===== src/design/row_repair_params.svh =====
`ifndef ROW_REPAIR_PARAMS_SVH
`define ROW_REPAIR_PARAMS_SVH
// mode register addresses (8-bit mode register address space)
`define REPAIR_RESOURCE_REG_ADDR 8'h19
`define REPAIR_ENABLE_REG_ADDR   8'h04
// field position of the repair enable bit in the enable register
`define REPAIR_ENABLE_BIT        4
// reset value of the enable register
`define REPAIR_ENABLE_RESET      8'h00
// timing figures in their printed units
`define REPAIR_PROGRAM_TIME_MS   1000
`define REPAIR_EXIT_GAP_NS       15
`define REPAIR_SETTLE_TIME_US    50
`define CLK_PERIOD_NS            10
// cycle counts: least times round up
`define REPAIR_PROGRAM_CYC  ((`REPAIR_PROGRAM_TIME_MS*1000000+`CLK_PERIOD_NS-1)/`CLK_PERIOD_NS)
`define REPAIR_EXIT_CYC     ((`REPAIR_EXIT_GAP_NS+`CLK_PERIOD_NS-1)/`CLK_PERIOD_NS)
`define REPAIR_SETTLE_CYC   ((`REPAIR_SETTLE_TIME_US*1000+`CLK_PERIOD_NS-1)/`CLK_PERIOD_NS)
`endif


===== src/design/row_repair_pkg.sv =====
package row_repair_pkg;
   // command codes as decoded from the command bus
   typedef enum logic [2:0]
   {
      CMD_NOP,
      CMD_MRW,
      CMD_MRR,
      CMD_ACT,
      CMD_PRE,
      CMD_REF,
      CMD_OTHER
   } dram_cmd_t;
   // repair sequencer states
   typedef enum logic [2:0]
   {
      ST_IDLE,
      ST_ARMED,
      ST_PROGRAM,
      ST_EXIT_GAP,
      ST_WAIT_EXIT,
      ST_SETTLE,
      ST_NEED_RESET
   } repair_state_t;
endpackage : row_repair_pkg


===== src/design/row_spare_repair.sv =====
`timescale 1ns/1ps
`include "row_repair_params.svh"
// What this block does
// - resource register readable as eight-bit field
// - one spare row per bank
// - programmed fuse never reverts
// - settle time before any command
// - one activate repairs one row
// - no refresh while in repair mode
module row_spare_repair
   import row_repair_pkg::*;
#(
   parameter int BANKS        = 8,
   parameter int ROW_BITS     = 17,
   parameter int PROGRAM_CYC  = `REPAIR_PROGRAM_CYC,
   parameter int SETTLE_CYC   = `REPAIR_SETTLE_CYC,
   parameter logic [7:0] RESOURCE_VALUE = 8'hff
)
(
   // clock, reset, enable
   input  wire logic                     i_core_clk,
   input  wire logic                     i_sys_rst,
   input  wire logic                     i_ce,
   // decoded command bus
   input  wire logic                     i_cmd_valid,
   input  wire dram_cmd_t                i_cmd,
   input  wire logic [7:0]               i_mr_addr,
   input  wire logic [7:0]               i_mr_data,
   input  wire logic [$clog2(BANKS)-1:0] i_bank,
   input  wire logic [ROW_BITS-1:0]      i_row,
   input  wire logic [BANKS-1:0]         i_bank_open,
   // mode register read answer
   output logic                          o_mrr_valid,
   output logic [7:0]                    o_mrr_data,
   // status
   output logic                          o_repair_mode,
   output logic                          o_refresh_inhibit,
   output logic                          o_busy,
   output logic                          o_need_reset,
   output logic                          o_violation,
   // repaired row map lookup
   output logic                          o_map_used,
   output logic [ROW_BITS-1:0]           o_map_row
);
   localparam int CNT_W = $clog2(PROGRAM_CYC + 2);
   localparam int EXIT_CYC = `REPAIR_EXIT_CYC;

   // elaboration check: every wait must fit the one shared down-counter
   if (BANKS < 2 || ROW_BITS < 1 || PROGRAM_CYC < 1 || SETTLE_CYC < 1
       || SETTLE_CYC > PROGRAM_CYC || EXIT_CYC > PROGRAM_CYC)
   begin : g_bad_params
      $error("row_spare_repair: unsupported parameters");
   end

   typedef struct packed
   {
      repair_state_t               state;
      logic [CNT_W-1:0]            cnt;
      logic [7:0]                  enable_reg;
      logic                        mrr_valid;
      logic [7:0]                  mrr_data;
      logic                        violation;
      logic                        prog;
      logic [$clog2(BANKS)-1:0]    prog_bank;
      logic [ROW_BITS-1:0]         prog_row;
      logic                        busy;
      logic                        need_reset;
   } state_t;

   state_t cur_ff;
   state_t nxt_cur;

   logic fuse_used;
   logic [ROW_BITS-1:0] fuse_row;

   // true when a command is a write to the given mode register
   function automatic logic is_mrw(input dram_cmd_t c,
                                   input logic [7:0] a,
                                   input logic [7:0] want);
      is_mrw = (c == CMD_MRW) && (a == want);
   endfunction : is_mrw

   // next-state logic
   always_comb
   begin
      nxt_cur           = cur_ff;
      nxt_cur.mrr_valid = 1'b0;
      nxt_cur.prog      = 1'b0;
      if (cur_ff.cnt != '0)
         nxt_cur.cnt = cur_ff.cnt - CNT_W'(1);
      // mode register reads answer the resource field, the enable register, or zero for other addresses
      if (i_cmd_valid && i_cmd == CMD_MRR)
      begin
         nxt_cur.mrr_valid = 1'b1;
         if (i_mr_addr == `REPAIR_RESOURCE_REG_ADDR)
            nxt_cur.mrr_data = RESOURCE_VALUE;
         else if (i_mr_addr == `REPAIR_ENABLE_REG_ADDR)
            nxt_cur.mrr_data = cur_ff.enable_reg;
         else
            nxt_cur.mrr_data = 8'h00;
      end
      unique case (cur_ff.state)
         // a finished sequence may be rerun for the next failed row
         ST_IDLE, ST_NEED_RESET:
         begin
            if (i_cmd_valid && is_mrw(i_cmd, i_mr_addr,
                                      `REPAIR_ENABLE_REG_ADDR))
            begin
               // entry with an open bank is refused: flag, mode stays off
               if (i_mr_data[`REPAIR_ENABLE_BIT] && i_bank_open != '0)
                  nxt_cur.violation = 1'b1;
               else
               begin
                  nxt_cur.enable_reg = i_mr_data;
                  if (i_mr_data[`REPAIR_ENABLE_BIT])
                     nxt_cur.state = ST_ARMED;
               end
            end
         end
         ST_ARMED:
         begin
            if (i_cmd_valid && i_cmd == CMD_ACT)
            begin
               // one activate programs exactly one row
               nxt_cur.state     = ST_PROGRAM;
               nxt_cur.cnt       = CNT_W'(PROGRAM_CYC);
               nxt_cur.prog      = 1'b1;
               nxt_cur.prog_bank = i_bank;
               nxt_cur.prog_row  = i_row;
            end
         end
         ST_PROGRAM:
         begin
            if (i_cmd_valid && i_cmd != CMD_NOP)
            begin
               // early precharge or any other command is a violation
               if (cur_ff.cnt != '0 || i_cmd != CMD_PRE)
                  nxt_cur.violation = 1'b1;
               if (cur_ff.cnt == '0 && i_cmd == CMD_PRE)
               begin
                  nxt_cur.state = ST_EXIT_GAP;
                  nxt_cur.cnt   = CNT_W'(EXIT_CYC);
               end
            end
         end
         ST_EXIT_GAP:
         begin
            if (i_cmd_valid && i_cmd != CMD_NOP)
               nxt_cur.violation = 1'b1;
            if (cur_ff.cnt == '0)
               nxt_cur.state = ST_WAIT_EXIT;
         end
         ST_WAIT_EXIT:
         begin
            if (i_cmd_valid && is_mrw(i_cmd, i_mr_addr,
                                      `REPAIR_ENABLE_REG_ADDR)
                && !i_mr_data[`REPAIR_ENABLE_BIT])
            begin
               nxt_cur.enable_reg = i_mr_data;
               nxt_cur.state      = ST_SETTLE;
               nxt_cur.cnt        = CNT_W'(SETTLE_CYC);
            end
         end
         ST_SETTLE:
         begin
            if (i_cmd_valid && i_cmd != CMD_NOP)
               nxt_cur.violation = 1'b1;
            if (cur_ff.cnt == '0)
               nxt_cur.state = ST_NEED_RESET;
         end
         default:
            nxt_cur.state = ST_IDLE;
      endcase
      // status levels follow the next state so they leave from flops
      nxt_cur.busy       = (nxt_cur.state != ST_IDLE)
                           && (nxt_cur.state != ST_NEED_RESET);
      nxt_cur.need_reset = (nxt_cur.state == ST_NEED_RESET);
   end

   // state register; reset returns to idle but keeps fuses
   always_ff @(posedge i_core_clk)
   begin
      if (i_sys_rst)
      begin
         cur_ff            <= '0;
         cur_ff.state      <= ST_IDLE;
         cur_ff.enable_reg <= `REPAIR_ENABLE_RESET;
      end
      else if (i_ce)
         cur_ff <= nxt_cur;
   end

   // per-bank fuse store; second program to a bank is ignored
   spare_fuse_mem #(
      .BANKS    (BANKS),
      .ROW_BITS (ROW_BITS)
   ) u_fuse (
      .i_core_clk  (i_core_clk),
      .i_sys_rst   (i_sys_rst),
      .i_ce        (i_ce),
      .i_prog      (cur_ff.prog),
      .i_prog_bank (cur_ff.prog_bank),
      .i_prog_row  (cur_ff.prog_row),
      .i_rd_bank   (i_bank),
      .o_rd_used   (fuse_used),
      .o_rd_row    (fuse_row)
   );

   // outputs straight from flip-flops
   assign o_mrr_valid       = cur_ff.mrr_valid;
   assign o_mrr_data        = cur_ff.mrr_data;
   assign o_repair_mode     = cur_ff.enable_reg[`REPAIR_ENABLE_BIT];
   // refresh stays off for the whole repair mode
   assign o_refresh_inhibit = cur_ff.enable_reg[`REPAIR_ENABLE_BIT];
   assign o_busy            = cur_ff.busy;
   assign o_need_reset      = cur_ff.need_reset;
   assign o_violation       = cur_ff.violation;
   assign o_map_used        = fuse_used;
   assign o_map_row         = fuse_row;

   // programming lasts its full count before leaving
   prog_hold_a: assert property (@(posedge i_core_clk)
      disable iff (i_sys_rst)
      (cur_ff.state == ST_PROGRAM && cur_ff.cnt != '0)
      |=> cur_ff.state == ST_PROGRAM)
      else $error("left programming early");

   mrr_resource_a: assert property (@(posedge i_core_clk)
      disable iff (i_sys_rst)
      (i_ce && i_cmd_valid && i_cmd == CMD_MRR
       && i_mr_addr == `REPAIR_RESOURCE_REG_ADDR)
      |=> o_mrr_valid && o_mrr_data == RESOURCE_VALUE)
      else $error("resource read wrong");

   refresh_off_a: assert property (@(posedge i_core_clk)
      disable iff (i_sys_rst)
      (cur_ff.state == ST_PROGRAM) |-> o_refresh_inhibit)
      else $error("refresh allowed in repair");

   open_bank_a: assert property (@(posedge i_core_clk)
      disable iff (i_sys_rst)
      (i_ce && cur_ff.state == ST_IDLE && i_bank_open != '0)
      |=> cur_ff.state == ST_IDLE)
      else $error("entered with open bank");

   one_prog_a: assert property (@(posedge i_core_clk)
      disable iff (i_sys_rst)
      (cur_ff.prog && i_ce) |=> !cur_ff.prog)
      else $error("double program pulse");
endmodule : row_spare_repair


===== src/design/spare_fuse_mem.sv =====
`timescale 1ns/1ps
// one fuse word per bank: write-once, read data registered
module spare_fuse_mem
#(
   parameter int BANKS    = 8,
   parameter int ROW_BITS = 17
)
(
   // clock and control
   input  wire logic                     i_core_clk,
   input  wire logic                     i_sys_rst,
   input  wire logic                     i_ce,
   // program port
   input  wire logic                     i_prog,
   input  wire logic [$clog2(BANKS)-1:0] i_prog_bank,
   input  wire logic [ROW_BITS-1:0]      i_prog_row,
   // read port
   input  wire logic [$clog2(BANKS)-1:0] i_rd_bank,
   output logic                          o_rd_used,
   output logic [ROW_BITS-1:0]           o_rd_row
);
   // elaboration check: the bank index must be at least one bit wide
   if (BANKS < 2 || ROW_BITS < 1)
   begin : g_bad_params
      $error("spare_fuse_mem: unsupported parameters");
   end

   logic [ROW_BITS-1:0] row_mem [BANKS];
   // fuses power up unblown; no reset ever clears them
   logic [BANKS-1:0]    used_ff = '0;

   // fuses are not cleared by reset: a blown fuse stays blown
   always_ff @(posedge i_core_clk)
   begin
      if (i_ce && i_prog && !used_ff[i_prog_bank])
      begin
         row_mem[i_prog_bank] <= i_prog_row;
         used_ff[i_prog_bank] <= 1'b1;
      end
   end

   // a used flag may rise but never fall again
   fuse_keep_a: assert property (@(posedge i_core_clk)
      disable iff (i_sys_rst)
      (($past(used_ff) & ~used_ff) == '0))
      else $error("fuse reverted");

   // registered read port
   always_ff @(posedge i_core_clk)
   begin
      if (i_sys_rst)
      begin
         o_rd_used <= 1'b0;
         o_rd_row  <= '0;
      end
      else if (i_ce)
      begin
         o_rd_used <= used_ff[i_rd_bank];
         o_rd_row  <= row_mem[i_rd_bank];
      end
   end
endmodule : spare_fuse_mem

===== config.mk =====
export PLATFORM = sky130hd
export DESIGN_NAME = row_spare_repair
export DESIGN_NICKNAME = d
export VERILOG_FILES = /design/src/design/row_repair_pkg.sv /design/src/design/row_spare_repair.sv /design/src/design/spare_fuse_mem.sv
export VERILOG_INCLUDE_DIRS = /design/src /design/src/design
export SDC_FILE = /design/constraint.sdc
export NUM_CORES = 1
export LEC_CHECK = 0
export BUFFER_PORTS_ARGS = -buffer_cell sky130_fd_sc_hd__buf_2
export CAP_MARGIN = 10
export CORE_UTILIZATION = 40
export CTS_BUF_LIST = sky130_fd_sc_hd__clkbuf_8
export DETAILED_ROUTE_END_ITERATION = 8
export GPL_TIMING_DRIVEN = 0
export PLACE_DENSITY = 0.62
export SKIP_LAST_GASP = 1
export SYNTH_ARGS = -nofsm -noshare
export SYNTH_HDL_FRONTEND = slang
export SYNTH_SLANG_ARGS = --single-unit
export TNS_END_PERCENT = 20

===== constraint.sdc =====
create_clock -name i_core_clk -period 3.85 [get_ports i_core_clk]
set_input_delay 0.385 -clock i_core_clk [delete_from_list [all_inputs] [get_ports i_core_clk]]
set_output_delay 0.385 -clock i_core_clk [all_outputs]
set_load 0.1 [all_outputs]

==> impl_metrics.json <==
{
  "synth.avg_cell_area_um2": 12.75,
  "ctsHoldBuffers": 0,
  "cts-resized-gates": 0,
  "relSlewSlack_pct": 20.69,
  "path_cells": "clkbuf_1 -> mux2i_1 -> o21a_1 -> nor2_1 -> nor3_1 -> buf_4 -> nand2b_1 -> nor3_2 -> buf_6",
  "synthArstFlopShare_pct": 0,
  "synthCells": 770,
  "slew_viol_final": 0,
  "syn_area_um2": 9821,
  "worstPathRequired_ps": 4070,
  "placedInstanceArea_um2": 10790,
  "cp-endpoint": "u_fuse.row_mem[0][7]",
  "grt_pass1_wl_mm": 36.89,
  "timing.rr.start": "cur_ff[21]",
  "grt_usage_pct": 19.65,
  "crit_slowest_cell": "nor3_2",
  "cap_violations": 0,
  "dieHeight_um": 158.7,
  "max_stage_delay_ps": 750,
  "hold_start": "i_mr_data[1]",
  "rows": 56,
  "cp-end-kind": "flop",
  "cts_made_buffers": 39,
  "portBuffers": 78,
  "drc": 0,
  "min_path_type": "in2reg",
  "cts_max_level": 2,
  "holdPathStages": 3,
  "antenna_found_initial": 0,
  "r2r_slack_ps": 420,
  "dr.pass1.iters": 7,
  "criticalPathCategory": "reg2reg",
  "initial_utilization_pct": 41.35,
  "fin_area_um2": 11510,
  "skew_ps": 18.86,
  "synth-seq-cells": 233,
  "core_area_um2": 23750,
  "power.total_mw": 6.788,
  "post_drt_wl_per_cell_um": 19.05,
  "cts_setup_buffers": 0,
  "finalCritPeriodShare_pct": 89.00,
  "post-route-min-period_ps": 3426,
  "ant_nets": 0,
  "die_area_um2": 25180,
  "synth-edff-count": 144,
  "fin_setup_tns_ps": 0,
  "clockBufferDepth": 3,
  "synth-warning-count": 0,
  "p_leak_nw": 3.878,
  "hold_ws_ps": 89.43,
  "finalSetupViolCount": 0,
  "dpl.hpwl_mm": 15.76,
  "worstMarginPinSlew_ps": 1190,
  "final_common_cell": "edfxtp_1",
  "outcome": "complete, no violations",
  "fp.dieW_um": 158.7,
  "vdd_drop_max_mv": 0.4109,
  "yosysUniqueCellTypes": 69,
  "globalRouteOverflowTotal": 0,
  "mappedNetlistNets": 823,
  "num_vias": 6880,
  "num_io_pins": 83,
  "drive_gt1_share_pct": 22.81,
  "r2r_cells": 9,
  "nNetsFinal": 951,
  "final_cell_mix": "144 x edfxtp_1, 89 x dfxtp_1, 84 x buf_2, 75 x nand2_1, 63 x nor2_1",
  "routabilityCongestion": 0.8988,
  "worstSetupStartpointType": "flop",
  "grt_pass1_vias": 6698,
  "hold_viol_final": 0,
  "drt-total-wl_mm": 23.70,
  "nFillCells": 2143,
  "rsz0062_at_grt": "false",
  "post_drt_via_cell_ratio": 5.531,
  "crit_start": "cur_ff[21]",
  "path_clk_slew_ps": 60,
  "syn_to_final_growth_pct": 17.21,
  "ys.flop_type": "edfxtp_1",
  "clkSinkCount": 233,
  "cts_tree": "built",
  "critical_path.max_fanout": 9,
  "cts_root_buffer": "clkbuf_8",
  "grt_max_degree": 18,
  "clkLatencyLatePin_ps": 530,
  "rr_endpoint": "u_fuse.row_mem[0][7]",
  "max_freq_ghz": 0.2919,
  "arrival_ps": 3650,
  "powerDensity_nw_per_um2": 589.7,
  "diodes": 0,
  "ys_seq_area_share_pct": 62.17,
  "drt_iter0_drc": 623
}
-- critical path: cells and delay by family (launching register included) --
kind	cells	cell delay [ps]
AND/OR/NAND/NOR	4	1570
buffers and inverters	3	870
flip-flops	1	300
multiplexers	1	240
AO/OA/AOI/OAI	1	120
-- how the worst min path moves through the flow --
stage | to | slack, ps
2_1_floorplan | o_mrr_data[0] | 430
3_3_place_gp | o_mrr_data[5] | 450
3_5_place_dp | o_mrr_data[0] | 450
4_1_cts | cur_ff[39] | 70
5_1_grt | cur_ff[34] | 70
6_report | cur_ff[34] | 90
-- report_power, final --
group	internal, mW	switching (mW)
logic	0.652	1.15
registers	2.77	0.168
clock network	1.09	0.956
total	4.52	2.27
-- per-stage QoR --
step / std cells / util (%) / worst slack [ps]
global placement: 1167 / 44.67 / -1557
detailed placement: 1176 / 45.41 / 445.5
finish: 1244 / 48.46 / 423.6
CTS: 1244 / 48.46 / 412.0
floorplan: 770 / - / 290.6
global route: 1244 / 48.46 / 134.9
-- logic make-up after synthesis --
group / count (synthesis) / synth area share, %
simple gates: 246 / 12.14
flops: 233 / 62.17
compound gates: 155 / 10.64
mux: 64 / 11.11
buf+inv: 60 / 2.790
xor+xnor: 10 / 0.8919
fa+ha+maj: 2 / 0.2548
-- routing by layer --
metal / part of all wire [%] / vias up / GRT usage (%)
met2: 47 / 286 / 31.58
met5: 0 / - / 0
met3: 6.9 / 46 / 4.001
li1: - / 3203 / -
met1: 44 / 3345 / 26.05
met4: 2.3 / 0 / 7.784
-- synthesized netlist by cell type, types with 2 or more instances --
master | number | share of area [%]
o21bai_1 | 4 | 0.31
o31ai_1 | 7 | 0.54
or2_2 | 4 | 0.25
a31o_2 | 2 | 0.18
nand4b_1 | 2 | 0.18
o2111ai_1 | 5 | 0.45
dfxtp_1 | 89 | 18
inv_1 | 6 | 0.23
nand4_1 | 4 | 0.25
nand2_1 | 75 | 2.9
o211ai_1 | 4 | 0.31
buf_4 | 9 | 0.69
a32o_1 | 6 | 0.61
nor4b_1 | 2 | 0.18
nor3_2 | 2 | 0.20
a21o_1 | 4 | 0.31
or3_1 | 8 | 0.51
clkbuf_1 | 35 | 1.3
mux2i_1 | 28 | 2.9
buf_2 | 6 | 0.31
nor2b_1 | 6 | 0.38
a21oi_1 | 45 | 2.3
nand3_1 | 12 | 0.61
nor2_1 | 68 | 2.6
o31a_1 | 2 | 0.18
xor2_1 | 2 | 0.18
ha_1 | 2 | 0.25
and3_1 | 4 | 0.25
nand2b_1 | 6 | 0.38
a31oi_1 | 4 | 0.25
or4_1 | 7 | 0.54
edfxtp_1 | 144 | 44
a211oi_1 | 22 | 1.7
xnor2_1 | 8 | 0.71
o21ai_0 | 30 | 1.5
buf_1 | 2 | 0.076
o21a_1 | 3 | 0.23
nor3_1 | 24 | 1.2
a221oi_1 | 2 | 0.18
nor4_1 | 11 | 0.70
mux4_2 | 36 | 8.3
-- sequential cells by signal (all words and copies together) (netlist names), 8 cells and up --
name / flops
o_mrr_data: 8
u_fuse.row_mem: 136
u_fuse.used_ff: 8
u_fuse.o_rd_row: 17
cur_ff: 58
-- layout make-up --
cell class	instances	area (um^2)	share of cell area, %
inverters	7	26.28	0.2283
flip-flops and latches	233	6106	53.04
repair buffers	87	544.3	4.728
plain buffers	53	247.7	2.152
multi-input cells	477	3463	30.09
clock buffers	43	591.8	5.141
clock inverters	25	132.6	1.152
well taps	319	399.1	3.467
No activity file was read; power rests on OpenSTA's default activity.
